File: config.mk
export PLATFORM = sky130hd
export DESIGN_NAME = tmr_top
export DESIGN_NICKNAME = d
export VERILOG_FILES = /design/src/verilog/tmr_pkg.sv /design/src/verilog/tmr_prescaler.sv /design/src/verilog/tmr_top.sv
export SDC_FILE = /design/constraint.sdc
export NUM_CORES = 1
export LEC_CHECK = 0
export ABC_CLOCK_PERIOD_IN_PS = 3200
export BUFFER_PORTS_ARGS = -buffer_cell sky130_fd_sc_hd__buf_2
export CORE_MARGIN = 10
export CORE_UTILIZATION = 45
export CTS_BUF_LIST = sky130_fd_sc_hd__clkbuf_8
export DETAILED_ROUTE_END_ITERATION = 8
export HOLD_SLACK_MARGIN = 0.06
export PLACE_DENSITY = 0.67
export REMOVE_ABC_BUFFERS = 1
export SLEW_MARGIN = 30
export SYNTH_ARGS = -nofsm -noshare
export SYNTH_HDL_FRONTEND = slang
export SYNTH_SLANG_ARGS = --single-unit
File: constraint.sdc
create_clock -name i_clk -period 3.2 [get_ports i_clk]
set_clock_uncertainty 0.05 [all_clocks]
set_input_delay 0.96 -clock i_clk [delete_from_list [all_inputs] [get_ports i_clk]]
set_output_delay 0.96 -clock i_clk [all_outputs]
set_load 0.01 [all_outputs]
File: src/verilog/tmr_pkg.sv
// Package: register map, control field layout and types for the timer
package tmr_pkg;
  localparam logic [3:0]  ADDR_CONTROL  = 4'h0;
  localparam logic [3:0]  ADDR_COUNT    = 4'h4;
  localparam logic [3:0]  ADDR_PERIOD   = 4'h8;
  localparam logic [3:0]  ADDR_STATUS   = 4'hc;
  localparam int          BIT_RUN       = 15;
  localparam int          BIT_HALT_IDLE = 13;
  localparam int          BIT_GATE      = 6;
  localparam int          BIT_PS_LO     = 4;
  localparam int          BIT_SYNC      = 2;
  localparam int          BIT_SRC       = 1;
  localparam logic [15:0] CONTROL_MASK  = 16'ha076;
  localparam logic [15:0] CONTROL_RESET = 16'h0000;
  localparam logic [15:0] COUNT_RESET   = 16'h0000;
  localparam logic [15:0] PERIOD_RESET  = 16'hffff;
  localparam logic [7:0]  PS_DIV1       = 8'h00;
  localparam logic [7:0]  PS_DIV8       = 8'h07;
  localparam logic [7:0]  PS_DIV64      = 8'h3f;
  localparam logic [7:0]  PS_DIV256     = 8'hff;
  localparam logic [1:0]  RESP_OKAY     = 2'b00;
  localparam logic [1:0]  RESP_SLVERR   = 2'b10;

  typedef struct packed {
    logic       run;
    logic       halt_idle;
    logic       gate;
    logic [1:0] prescale;
    logic       sync;
    logic       src;
  } ctrl_t;

  function automatic ctrl_t unpack_ctrl(input logic [15:0] v);
    unpack_ctrl.run       = v[BIT_RUN];
    unpack_ctrl.halt_idle = v[BIT_HALT_IDLE];
    unpack_ctrl.gate      = v[BIT_GATE];
    unpack_ctrl.prescale  = v[BIT_PS_LO+1:BIT_PS_LO];
    unpack_ctrl.sync      = v[BIT_SYNC];
    unpack_ctrl.src       = v[BIT_SRC];
  endfunction : unpack_ctrl

  function automatic logic [7:0] ps_limit(input logic [1:0] code);
    case (code)
      2'b11:   ps_limit = PS_DIV256;
      2'b10:   ps_limit = PS_DIV64;
      2'b01:   ps_limit = PS_DIV8;
      default: ps_limit = PS_DIV1;
    endcase
  endfunction : ps_limit
endpackage : tmr_pkg

File: src/verilog/tmr_prescaler.sv
// Prescaler that passes one tick in 1, 8, 64 or 256 input ticks
`timescale 1ns/1ps
module tmr_prescaler (
  input  wire logic       i_clk,
  input  wire logic       i_resetn,
  input  wire logic       i_ce,
  input  wire logic       i_clr,
  input  wire logic       i_tick,
  input  wire logic [1:0] i_sel,
  output logic            o_tick
);
  logic [7:0] cnt_r;
  logic [7:0] lim;

  assign lim = tmr_pkg::ps_limit(i_sel);

  always_ff @(posedge i_clk or negedge i_resetn) begin
    if (!i_resetn) begin
      cnt_r <= 8'h00;
    end else if (i_ce) begin
      if (i_clr) begin
        cnt_r <= 8'h00;
      end else if (i_tick) begin
        cnt_r <= (cnt_r >= lim) ? 8'h00 : 8'(cnt_r + 8'h01);
      end
    end
  end

  assign o_tick = i_tick && (cnt_r >= lim);

  a_ps_divide: assert property (
    @(posedge i_clk) disable iff (!i_resetn)
    i_ce && i_tick && !i_clr && i_sel == 2'b01 && cnt_r != 8'h07
    |-> !o_tick)
    else $error("prescaler 1:8 ticked early");
endmodule : tmr_prescaler

File: src/verilog/tmr_top.sv
// Top: 16-bit timer with one control register on an AXI4-Lite slave
// Function
// - Halt-in-idle bit stops counting in Idle
// - Internal clock: gate bit selects gated accumulation
// - Prescale field divides 1, 8, 64, 256
// - Sync bit synchronises external clock input
// - Source bit picks pin rising edge or internal
// - Unimplemented control bits read as zero
//
// Chosen here: the register addresses and the AXI4-Lite slave port.
`timescale 1ns/1ps
module tmr_top (
  input  wire logic        i_clk,
  input  wire logic        i_resetn,
  input  wire logic        i_ce,
  input  wire logic        i_idle,
  input  wire logic        i_ext_clk,
  input  wire logic        i_gate,
  input  wire logic        i_awvalid,
  input  wire logic [3:0]  i_awaddr,
  output logic             o_awready,
  input  wire logic        i_wvalid,
  input  wire logic [31:0] i_wdata,
  input  wire logic [3:0]  i_wstrb,
  output logic             o_wready,
  output logic             o_bvalid,
  output logic [1:0]       o_bresp,
  input  wire logic        i_bready,
  input  wire logic        i_arvalid,
  input  wire logic [3:0]  i_araddr,
  output logic             o_arready,
  output logic             o_rvalid,
  output logic [31:0]      o_rdata,
  output logic [1:0]       o_rresp,
  input  wire logic        i_rready,
  output logic             o_period_match_r
);
  logic [15:0]   control_r;
  logic [15:0]   count_r;
  logic [15:0]   period_r;
  tmr_pkg::ctrl_t ctl;
  logic [2:0]    ext_sync_r;
  logic [1:0]    ext_raw_r;
  logic [1:0]    gate_sync_r;
  logic [1:0]    idle_sync_r;
  logic          gate_prev_r;
  logic          ext_edge;
  logic          raw_edge;
  logic          gate_fall;
  logic          in_tick;
  logic          enabled;
  logic          ps_tick;
  logic          count_tick;
  logic          period_hit;
  logic          aw_held_r;
  logic          w_held_r;
  logic [3:0]    aw_addr_r;
  logic [31:0]   w_data_r;
  logic [3:0]    w_strb_r;
  logic          do_write;
  logic          wr_count;
  logic          wr_ctrl_any;
  logic [15:0]   wmask;

  assign ctl = tmr_pkg::unpack_ctrl(control_r);

  // Two-stage synchronisers; third stage of ext only feeds edge detection
  always_ff @(posedge i_clk or negedge i_resetn) begin
    if (!i_resetn) begin
      ext_sync_r  <= 3'b000;
      gate_sync_r <= 2'b00;
      idle_sync_r <= 2'b00;
      gate_prev_r <= 1'b0;
    end else if (i_ce) begin
      ext_sync_r  <= {ext_sync_r[1:0], i_ext_clk};
      gate_sync_r <= {gate_sync_r[0], i_gate};
      idle_sync_r <= {idle_sync_r[0], i_idle};
      gate_prev_r <= gate_sync_r[1];
    end
  end

  // Unsynchronised path: two-flop edge catch, same latency as the synchronised path
  always_ff @(posedge i_clk or negedge i_resetn) begin
    if (!i_resetn) begin
      ext_raw_r <= 2'b00;
    end else if (i_ce) begin
      ext_raw_r <= {ext_raw_r[0], i_ext_clk};
    end
  end

  assign ext_edge = ext_sync_r[1] && !ext_sync_r[2];
  assign raw_edge = ext_raw_r[1] && !ext_sync_r[2];
  assign gate_fall = gate_prev_r && !gate_sync_r[1];

  always_comb begin
    if (ctl.src) begin
      in_tick = ctl.sync ? ext_edge : raw_edge;
    end else if (ctl.gate) begin
      in_tick = gate_sync_r[1];
    end else begin
      in_tick = 1'b1;
    end
  end

  assign enabled = ctl.run && !(ctl.halt_idle && idle_sync_r[1]);

  tmr_prescaler u_ps (
    .i_clk    (i_clk),
    .i_resetn (i_resetn),
    .i_ce     (i_ce),
    .i_clr    (wr_ctrl_any || wr_count),
    .i_tick   (in_tick && enabled),
    .i_sel    (ctl.prescale),
    .o_tick   (ps_tick)
  );

  assign count_tick = ps_tick && enabled;
  assign period_hit = count_tick && (count_r == period_r);

  // Write channel capture; address and data accepted in either order
  always_ff @(posedge i_clk or negedge i_resetn) begin
    if (!i_resetn) begin
      aw_held_r <= 1'b0;
      w_held_r  <= 1'b0;
      aw_addr_r <= 4'h0;
      w_data_r  <= 32'h0000_0000;
      w_strb_r  <= 4'h0;
      o_awready <= 1'b1;
      o_wready  <= 1'b1;
      o_bvalid  <= 1'b0;
      o_bresp   <= tmr_pkg::RESP_OKAY;
    end else if (i_ce) begin
      if (i_awvalid && o_awready) begin
        aw_held_r <= 1'b1;
        aw_addr_r <= i_awaddr;
        o_awready <= 1'b0;
      end
      if (i_wvalid && o_wready) begin
        w_held_r  <= 1'b1;
        w_data_r  <= i_wdata;
        w_strb_r  <= i_wstrb;
        o_wready  <= 1'b0;
      end
      if (do_write) begin
        aw_held_r <= 1'b0;
        w_held_r  <= 1'b0;
        o_bvalid  <= 1'b1;
        o_bresp   <= (aw_addr_r == tmr_pkg::ADDR_STATUS)
                     ? tmr_pkg::RESP_SLVERR : tmr_pkg::RESP_OKAY;
      end
      if (o_bvalid && i_bready) begin
        o_bvalid  <= 1'b0;
        o_awready <= 1'b1;
        o_wready  <= 1'b1;
      end
    end
  end

  assign do_write = aw_held_r && w_held_r && !o_bvalid;
  assign wmask = {{8{w_strb_r[1]}}, {8{w_strb_r[0]}}};
  assign wr_ctrl_any = i_ce && do_write && aw_addr_r == tmr_pkg::ADDR_CONTROL;
  assign wr_count = i_ce && do_write && aw_addr_r == tmr_pkg::ADDR_COUNT;

  always_ff @(posedge i_clk or negedge i_resetn) begin
    if (!i_resetn) begin
      control_r <= tmr_pkg::CONTROL_RESET;
    end else if (wr_ctrl_any) begin
      control_r <= ((control_r & ~wmask) | (w_data_r[15:0] & wmask))
                   & tmr_pkg::CONTROL_MASK;
    end
  end

  always_ff @(posedge i_clk or negedge i_resetn) begin
    if (!i_resetn) begin
      period_r <= tmr_pkg::PERIOD_RESET;
    end else if (i_ce && do_write && aw_addr_r == tmr_pkg::ADDR_PERIOD) begin
      period_r <= (period_r & ~wmask) | (w_data_r[15:0] & wmask);
    end
  end

  // Counter: software write wins; otherwise wrap at period
  always_ff @(posedge i_clk or negedge i_resetn) begin
    if (!i_resetn) begin
      count_r <= tmr_pkg::COUNT_RESET;
    end else if (wr_count) begin
      count_r <= (count_r & ~wmask) | (w_data_r[15:0] & wmask);
    end else if (i_ce && period_hit) begin
      count_r <= 16'h0000;
    end else if (i_ce && count_tick) begin
      count_r <= 16'(count_r + 16'h0001);
    end
  end

  // Match flag: gate fall in gated mode also flags; set wins over clear
  always_ff @(posedge i_clk or negedge i_resetn) begin
    if (!i_resetn) begin
      o_period_match_r <= 1'b0;
    end else if (i_ce) begin
      if (period_hit || (ctl.gate && !ctl.src && gate_fall)) begin
        o_period_match_r <= 1'b1;
      end else if (do_write && aw_addr_r == tmr_pkg::ADDR_STATUS
                   && w_strb_r[0] && w_data_r[0]) begin
        o_period_match_r <= 1'b0;
      end
    end
  end

  // Read channel
  always_ff @(posedge i_clk or negedge i_resetn) begin
    if (!i_resetn) begin
      o_arready <= 1'b1;
      o_rvalid  <= 1'b0;
      o_rdata   <= 32'h0000_0000;
      o_rresp   <= tmr_pkg::RESP_OKAY;
    end else if (i_ce) begin
      if (i_arvalid && o_arready) begin
        o_arready <= 1'b0;
        o_rvalid  <= 1'b1;
        o_rresp   <= tmr_pkg::RESP_OKAY;
        case (i_araddr)
          tmr_pkg::ADDR_CONTROL: o_rdata <= {16'h0000,
                                   control_r & tmr_pkg::CONTROL_MASK};
          tmr_pkg::ADDR_COUNT:   o_rdata <= {16'h0000, count_r};
          tmr_pkg::ADDR_PERIOD:  o_rdata <= {16'h0000, period_r};
          tmr_pkg::ADDR_STATUS:  o_rdata <= {31'h0000_0000, o_period_match_r};
          default: begin
            o_rdata <= 32'h0000_0000;
            o_rresp <= tmr_pkg::RESP_SLVERR;
          end
        endcase
      end else if (o_rvalid && i_rready) begin
        o_rvalid  <= 1'b0;
        o_arready <= 1'b1;
      end
    end
  end

  a_halt_keeps: assert property (
    @(posedge i_clk) disable iff (!i_resetn)
    i_ce && !ctl.run && !wr_count |=> $stable(count_r))
    else $error("count moved while stopped");
  a_idle_stops: assert property (
    @(posedge i_clk) disable iff (!i_resetn)
    i_ce && ctl.halt_idle && idle_sync_r[1] && !wr_count
    |=> $stable(count_r))
    else $error("count moved in idle with halt set");
  a_idle_runs: assert property (
    @(posedge i_clk) disable iff (!i_resetn)
    i_ce && ctl.run && !ctl.halt_idle && idle_sync_r[1] && !ctl.src
    && !ctl.gate && ctl.prescale == 2'b00 && !period_hit && !wr_count
    |=> count_r == 16'($past(count_r) + 16'h0001))
    else $error("count stopped in idle with halt clear");
  a_gate_low_hold: assert property (
    @(posedge i_clk) disable iff (!i_resetn)
    i_ce && ctl.gate && !ctl.src && !gate_sync_r[1] && !wr_count
    |=> $stable(count_r))
    else $error("gated count moved with gate low");
  a_gate_high_count: assert property (
    @(posedge i_clk) disable iff (!i_resetn)
    i_ce && ctl.run && !ctl.halt_idle && ctl.gate && !ctl.src
    && gate_sync_r[1] && ctl.prescale == 2'b00 && !period_hit && !wr_count
    |=> count_r == 16'($past(count_r) + 16'h0001))
    else $error("gated count missed a cycle with gate high");
  a_free_run: assert property (
    @(posedge i_clk) disable iff (!i_resetn)
    i_ce && ctl.run && !ctl.halt_idle && !ctl.src && !ctl.gate
    && ctl.prescale == 2'b00 && !period_hit && !wr_count
    |=> count_r == 16'($past(count_r) + 16'h0001))
    else $error("1:1 internal count did not step");
  a_sync_edge: assert property (
    @(posedge i_clk) disable iff (!i_resetn)
    ctl.src && ctl.sync |-> in_tick == ext_edge)
    else $error("sync path mismatch");
  a_ext_no_edge: assert property (
    @(posedge i_clk) disable iff (!i_resetn)
    i_ce && ctl.src && ctl.sync && !ext_edge && !wr_count
    |=> $stable(count_r))
    else $error("external mode counted without edge");
  a_ext_edge_count: assert property (
    @(posedge i_clk) disable iff (!i_resetn)
    i_ce && ctl.run && !ctl.halt_idle && ctl.src && ext_edge
    && ctl.prescale == 2'b00 && !period_hit && !wr_count
    |=> count_r == 16'($past(count_r) + 16'h0001))
    else $error("external edge not counted");
  a_wrap_zero: assert property (
    @(posedge i_clk) disable iff (!i_resetn)
    i_ce && period_hit && !wr_count |=> count_r == 16'h0000)
    else $error("count did not wrap at period");
  a_match_set: assert property (
    @(posedge i_clk) disable iff (!i_resetn)
    i_ce && period_hit |=> o_period_match_r)
    else $error("match flag not set on wrap");
  a_ce_freeze: assert property (
    @(posedge i_clk) disable iff (!i_resetn)
    !i_ce |=> $stable(count_r) && $stable(control_r)
    && $stable(o_period_match_r) && $stable(o_bvalid))
    else $error("state moved with clock enable low");
  a_ctrl_zero: assert property (
    @(posedge i_clk) disable iff (!i_resetn)
    (control_r & ~tmr_pkg::CONTROL_MASK) == 16'h0000)
    else $error("unimplemented control bit set");
  a_read_zero: assert property (
    @(posedge i_clk) disable iff (!i_resetn)
    i_ce && i_arvalid && o_arready && i_araddr == tmr_pkg::ADDR_CONTROL
    |=> (o_rdata[15:0] & ~tmr_pkg::CONTROL_MASK) == 16'h0000)
    else $error("control read showed unimplemented bits");

  c_ext_count: cover property (@(posedge i_clk) disable iff (!i_resetn)
    ctl.src && count_tick);
  c_gated: cover property (@(posedge i_clk) disable iff (!i_resetn)
    ctl.gate && !ctl.src && gate_fall);
  c_div256: cover property (@(posedge i_clk) disable iff (!i_resetn)
    ctl.prescale == 2'b11 && count_tick);
  c_wrap: cover property (@(posedge i_clk) disable iff (!i_resetn)
    period_hit);
  c_ce_frozen: cover property (@(posedge i_clk) disable iff (!i_resetn)
    !i_ce && ctl.run);
endmodule : tmr_top
==> results.md, run 1 <==
- The H-tree was split into 3 levels.
- After legalization and detailed placement, the total HPWL measured 9330 um.
- The leakage power figure is 2.69 nW.
- The number of antenna violations at the first check in global routing was 0.
- TritonCTS built the clock tree.
- The worst reg2reg path depth is 8.
- For this run, the leading register cell type out of synthesis is dfrtp_1.
- The routed via count is 3,929.
- The Yosys warning count is 0.
- After synthesis the netlist holds a flip-flop and latch count of 103.
- The async set or reset register ratio after synthesis is 100%.
- The number of sinks driven by the clock tree is 103.
- Summing all placed instances gives a cell area of 0.00572 sq mm.
- The area share of xor/xnor cells in the synthesized design is 2.98%.
- The cell count of the worst hold path is 2.
- In the post-synthesis netlist, the biggest area contributors are dfrtp_1 (40%), mux2_2 (11%), dfstp_2 (9.5%), nand2_1 (3.5%), o21ai_0 (2.9%).
- The number of antenna diodes in the final layout is 0.
- The most frequent cell after synthesis is dfrtp_1.
- For this block, the initial DRC count from the detailed router was 274.
- The clock period minus worst slack is 2.78 ns.
- For this run, design rule violations remaining after detail routing come to 0.
- Setup violations remaining at the end of the flow were counted as 0.
- The post-synthesis compound-gate area fraction is 15.0%.
- Port buffering added 60 buffers.
- In the final routed layout, each cell accounts on average for 17.7 um.
- The CTS buffer count is 9.
- Of the total synthesized cell area, the portion taken by AND, OR, NAND and NOR gates is 13.3%.
- STA classifies the critical path endpoint as a flip-flop.
- The required arrival time at the worst endpoint is 3.46 ns.
- The count of placed standard cells including taps is 686.
- For this run, the total global-route usage over all layers was measured as 15.2%.
- Clock-pin slew was measured on the worst setup and hold paths at 0.10 ns.
- In this run the standard cell core region covers 0.0115 sq mm.
- The startpoint type of the worst setup path is a flip-flop.
- The first global-routing pass estimated 20,500 um of wire.
- The synthesized netlist devotes 1.89% of its cell area to adder and majority cells.
- The average cell area after synthesis is 10.8 sq um.
- The end-of-flow core utilization is 51.5%.
- In the final design database the tool counted 617 nets.
- By area, the combinational part of the netlist is dominated by compound AO/OA/AOI/OAI gates.
- The number of nets with antenna violations after routing is 0.
- The die width is 128 um.
- Excluding fillers, the count of instances in the completed layout stands at 702.
- Ranked by instance count, the synthesized netlist is headed by dfrtp_1 (84), mux2_2 (52), nand2_1 (49).
- The actual slew at the worst max-slew pin is 0.647 ns.
- The total routed wirelength is 12,400 um.
- In this run the power density over the cells is 663 mW/mm^2.
- The maximum buffer depth of the clock tree is 2.
- The register area share after synthesis is 49.2%.
- The area occupied by multi-input gates is 0.00243 sq mm.
- The number of rows in the core area is 39.
- The area taken by flip-flops and latches is 0.00260 sq mm.
- Yosys mapped a number of flops with a built-in enable equal to 0.
- The data arrival time of the worst path is 3.03 ns.
- In this run the cell area of the synthesized design comes to 0.00528 sq mm.
- The share of the clock period used by the worst path is 86.8%.
- The number of buffers inserted by hold repair at cts is 0.
- The area of all placed cells without fillers is 0.00591 sq mm.
- The kind of path behind the tightest hold check is flip-flop to flip-flop.
- The relative max-transition margin is 56.5%.
- The congestion estimate from routability-driven global placement came to 0.896.
- The highest achievable clock rate is 0.360 GHz.
- CTS placed an instance of clkbuf_8 at the clock tree root.
- The fraction of layout cells with a size suffix above 1 is 31.3%.
- The floorplan step defined a die boundary enclosing 0.0165 sq mm.
- Synthesis produced 489 cells.
- After detailed routing, the number of vias per cell comes to 5.60.
- The total overflow left after global routing is 0.
- The critical path is of the flip-flop to flip-flop type.
- The maximum resistive drop on vdd is 0.426 mV.
- The area share of the largest cell type after synthesis is 39.8%.
- The final max-slew violation count is 0.
- Setup repair after global routing left no endpoint under its margin.
- The fraction of synthesized area in multiplexers is 11.7%.
- The count of cells resized by post-cts repair is 0.
- The buffer count from post-CTS setup fixing is 0.
- In this run the worst path has a maximum fanout of 10.
- Yosys mapped the design onto 54 distinct sky130hd cell types.
- The run finished with clean final reports.
- Across the run, the number of max-cap violations was 0.
- The layout overhead on the synthesized area is 11.9%.
- The filler cell count is 1,063.
- The starting density of the core is 46.1%.
- From bottom edge to top edge, the die measures 128 um.
- dfrtp_1 takes more of the synthesized area than any other cell.
- The first-pass detailed-route iteration total is 4.
- The clock latency on the worst-skew pair is 0.38 ns.
- The number of top-level pins is 97.
- The number of global-route vias before repair was 4,059.
- The pin count of the biggest net entering global routing is 50.
- The final sum of negative setup slack is 0 ns.
- The final hold violation count is 0.
## cell usage in the layout, fill, tap and decap left out, types with 3 or more instances in the layout
| cell | count |
|---|---|
| dfstp_2 | 19 |
| nor4b_2 | 3 |
| nand3b_1 | 3 |
| mux2_2 | 52 |
| clkinv_2 | 3 |
| nor2b_1 | 5 |
| a21boi_0 | 4 |
| mux2i_1 | 3 |
| o31a_1 | 8 |
| nand4_1 | 7 |
| o21ai_0 | 31 |
| o21ai_2 | 4 |
| xnor2_1 | 16 |
| and3_1 | 5 |
| nor2_1 | 15 |
| a22oi_1 | 11 |
| nand3_1 | 15 |
| buf_4 | 16 |
| nand2_1 | 49 |
| a21oi_1 | 27 |
| nor3_1 | 7 |
| dfrtp_1 | 84 |
| and2_1 | 3 |
| a211oi_1 | 4 |
| a22o_1 | 8 |
| or3_1 | 4 |
| buf_2 | 59 |
| inv_1 | 20 |
| a31oi_1 | 6 |
| conb_1 | 18 |
| clkbuf_8 | 9 |
| ha_1 | 8 |
## cell families after synthesis
family / after synthesis
compound gates: 118
xor+xnor: 18
fa+ha+maj: 8
buf+inv: 58
flops: 103
mux: 55
other cells: 1
simple gates: 128
## per-layer routing
metal  wire, um  global-route usage, %  vias to the layer above  share of wire, %
met1       5580                   20.0                     1945                45
met5          0                      0                        -                 0
met4        177                   4.57                        0               1.4
met2       5690                   23.6                      114                46
li1           -                      -                     1853                 -
met3        985                   4.89                       17               7.9
## worst max-delay path: stages, from the launching register on
cell     delay [ns]
dfrtp_1        0.45
nand2_1        0.12
ha_1           0.33
and4_1         0.21
o211a_1        0.18
a211o_1        0.36
nand2_1        0.27
or4_1          0.56
a31oi_1        0.17
## per-stage QoR
step	hold WS [ns]	setup slack [ns]	total power, mW
global route	0.461	0.266	4.17
detailed placement	0.411	0.399	3.14
finish	0.424	0.423	3.92
CTS	0.428	0.446	3.94
floorplan	0.421	0.432	2.75
global placement	0.405	0.408	3.07
## worst paths after layout
path                       startpoint        end  slack [ns]
min in group asynchronous    i_resetn   o_bvalid        0.47
hold reg to reg             o_awready  o_awready        0.42
setup / recovery            flip-flop  flip-flop        0.42
max in group asynchronous    i_resetn  async pin        1.90
setup reg to reg            flip-flop  flip-flop        0.42
hold / removal              o_awready  o_awready        0.42
## power breakdown
group / switching [mW] / total [mW] / leakage [nW] / internal, mW
Clock: 0.442 / 0.798 / 0.100 / 0.356
Sequential: 0.457 / 2.19 / 1.23 / 1.73
Combinational: 0.413 / 0.932 / 1.36 / 0.519
## cell type report
type / count / area share [%]
clock buffer: 9 / 2.10
clock inverter: 7 / 1.10
multi-input combinational: 345 / 41.2
sequential: 103 / 44.0
timing repair buffer: 76 / 7.37
inverter: 19 / 1.21
tap: 143 / 3.03
No activity file was read; power rests on OpenSTA's default activity.
==> inputs of run 2 (changes only) <==
BUFFER_PORTS_ARGS = not set   (was -buffer_cell sky130_fd_sc_hd__buf_2)
DONT_BUFFER_PORTS = 1   (was not set)
PLACE_DENSITY = not set   (was 0.67)
==> run 2 against run 1 <==
  * Setup slack better by 0.096 ns
  * Routed wire length decreased by 0.72%
  * Non-clock buffer count fell by 67
  * Largest cell class unchanged
  * Largest power group unchanged
==> results.md, run 2 (same netlist as run 1, synthesis figures left out) <==
- Outcome: completed (unchanged).
- The kind of path behind the tightest hold check is input pin to async pin (was flip-flop to flip-flop).
- The number of antenna repair diodes is 0 (unchanged).
- The CTS buffer count is 9 (unchanged).
- The final max-slew violation count is 0 (unchanged).
- The number of global-route vias before repair is 3,698 (was 4,059).
- The overflow left after global routing is 0 (unchanged).
- The maximum buffer depth of the clock tree is 2 (unchanged).
- The height of the die is 128 um (unchanged).
- The buffer count from post-CTS setup fixing is 0 (unchanged).
- The first-pass detailed-route iteration total came to 5 (was 4).
- The area of the core region is 0.0115 sq mm (unchanged).
- The maximum fanout along the worst path came to 10 (unchanged).
- The maximum resistive drop on vdd is 0.406 mV (was 0.426 mV).
- The number of top-level pins is 97 (unchanged).
- The number of rows in the core area is 39 (unchanged).
- The global-route usage over all layers is 15.4% (was 15.2%).
- The leakage power figure is 2.39 nW (was 2.69 nW).
- The worst reg2reg path depth was 8 (unchanged).
- The relative max-transition margin is 57.5% (was 56.5%).
- The routed via count was 3,677 (was 3,929).
- The number of antenna violations at the first check in global routing is 0 (unchanged).
- Setup repair after global routing missed its margin: no (unchanged).
- The max-cap check violation count is 0 (unchanged).
- The number of DRC violations after detailed-routing iteration 0 is 269 (was 274).
- The placed wire-length estimate is 8870 um (was 9330 um).
- The TritonCTS clock tree is done (unchanged).
- The number of standard cells in the layout, taps in and fillers out was 635 (was 702).
- The reg2reg setup slack is 0.52 ns (was 0.42 ns).
- The clock period minus worst slack came to 2.68 ns (was 2.78 ns).
- The power per standard cell area is 691 mW/mm^2 (was 663 mW/mm^2).
- The H-tree depth is 3 (unchanged).
- The clock latency on the worst-skew pair is 0.39 ns (was 0.38 ns).
- The number of vias per cell after detailed routing is 5.79 (was 5.60).
- The number of buffers inserted by hold repair at cts is 0 (unchanged).
- The share of the clock period used by the worst path is 83.8% (was 86.8%).
- The layout overhead on the synthesized area was 4.95% (was 11.9%).
- The pin count of the biggest net entering global routing is 104 (was 50).
- The count of placed standard cells including taps came to 619 (was 686).
- The overall die area is 0.0165 sq mm (unchanged).
- The startpoint type of the worst setup path is a flip-flop (unchanged).
- The post-detailed-route wirelength per cell is 19.4 um (was 17.7 um).
- The total routed wirelength is 12,300 um (was 12,400 um).
- The number of endpoints failing setup at the final stage is 0 (unchanged).
- The actual slew at the worst max-slew pin is 0.635 ns (was 0.647 ns).
- The element type at the critical path end is a flip-flop (unchanged).
- The number of input and output port buffers inserted is 0 (was 60).
- The count of cells resized by post-cts repair came to 0 (unchanged).
- The starting density of the core is 46.1% (unchanged).
- The global-route wire length before repair came to 20,200 um (was 20,500 um).
- The highest achievable clock rate is 0.373 GHz (was 0.360 GHz).
- The final hold violation count was 0 (unchanged).
- The required arrival time at the worst endpoint is 3.47 ns (was 3.46 ns).
- The type of the worst setup path is flip-flop to flip-flop (unchanged).
- The final routed DRC violation total is 0 (unchanged).
- The number of nets with antenna violations after routing came to 0 (unchanged).
- The overall power of the completed layout came to 3.83 mW (was 3.92 mW).
- The final sum of negative setup slack is 0 ns (unchanged).
- The number of sinks driven by the clock tree is 103 (unchanged).
- The fraction of layout cells with a size suffix above 1 is 21.7% (was 31.3%).
- The filler cell count is 1,080 (was 1,063).
- The clock-pin slew on the worst setup and hold paths is 0.09 ns (was 0.10 ns).
- Most frequent cells in the layout: dfrtp_1 (84), mux2_2 (52), nand2_1 (49) (was dfrtp_1 (84), buf_2 (59), mux2_2 (52)).
- The master cell of the clock root buffer was clkbuf_8 (unchanged).
- The die width came to 128 um (unchanged).
- The data arrival time of the worst path is 2.95 ns (was 3.03 ns).
- The total number of nets in the final design is 550 (was 617).
- The most common cell after layout, fill and taps aside is dfrtp_1 (unchanged).
- The final weighted congestion in routability-driven placement is 0.903 (was 0.896).
[run 2: cell types whose count changed in the layout (fill, tap and decap cells not counted)]
cell        previous run  this run
buf_4                 16         9
buf_12                 1         0
clkbuf_8               9        10
clkinvlp_4             1         0
inv_1                 20        21
clkinv_4               1         0
buf_2                 59         0
[run 2: worst max-delay path: stages (launching register included)]
cell and delay (ns):
dfrtp_1 0.45, inv_1 0.13, ha_1 0.31, and4_1 0.21
o211a_1 0.18, a211oi_1 0.10, or4_1 0.75, o31a_1 0.38
o21ai_2 0.05
[run 2: final cells by class]
| class | instances | area, sq um | share of cell area, % |
|---|---|---|---|
| Sequential cell | 103 | 2600 | 46.9 |
| Timing Repair Buffer | 9 | 67.6 | 1.22 |
| Clock inverter | 6 | 52.6 | 0.948 |
| Clock buffer | 10 | 138 | 2.48 |
| Inverter | 19 | 71.3 | 1.29 |
| Tap cell | 143 | 179 | 3.23 |
| Multi-Input combinational cell | 345 | 2430 | 43.9 |
[run 2: metrics by stage]
| step | hold WS [ns] | instance area, sq um | setup slack [ns] | utilization, % |
|---|---|---|---|---|
| 2_1_floorplan | 0.421 | 5110 | 0.432 | - |
| 3_3_place_gp | 0.437 | 5350 | 0.456 | 46.7 |
| 3_5_place_dp | 0.442 | 5350 | 0.447 | 46.7 |
| 4_1_cts | 0.186 | 5540 | 0.520 | 48.3 |
| 5_1_grt | 0.172 | 5540 | 0.395 | 48.3 |
| 6_report | 0.211 | 5540 | 0.519 | 48.3 |
[run 2: worst max path at each step]
| stage | depth (start not counted) | endpoint | slack, ns | from |
|---|---|---|---|---|
| final | 8 | flip-flop | 0.52 | flip-flop |
| after global routing | 8 | flip-flop | 0.40 | flip-flop |
| after CTS | 8 | flip-flop | 0.52 | flip-flop |
| after detailed placement | 5 | flip-flop | 0.45 | i_ce |
| after global placement | 5 | flip-flop | 0.46 | i_ce |
| after floorplan | 5 | u_ps.cnt_r[6] | 0.43 | i_ce |
[run 2: per-layer routing]
layer	share of wire (%)	global-route usage [%]	vias up	routed length, um
li1	-	-	1719	-
met1	44	20.0	1826	5470
met2	45	22.9	117	5550
met3	9.2	6.41	15	1140
met4	1.5	4.64	0	180
met5	0	0	-	0
[run 2: power breakdown]
group | switching [mW] | leakage (nW) | total, mW | internal [mW]
Combinational | 0.342 | 1.05 | 0.815 | 0.473
Sequential | 0.474 | 1.23 | 2.21 | 1.73
Clock | 0.438 | 0.108 | 0.812 | 0.374
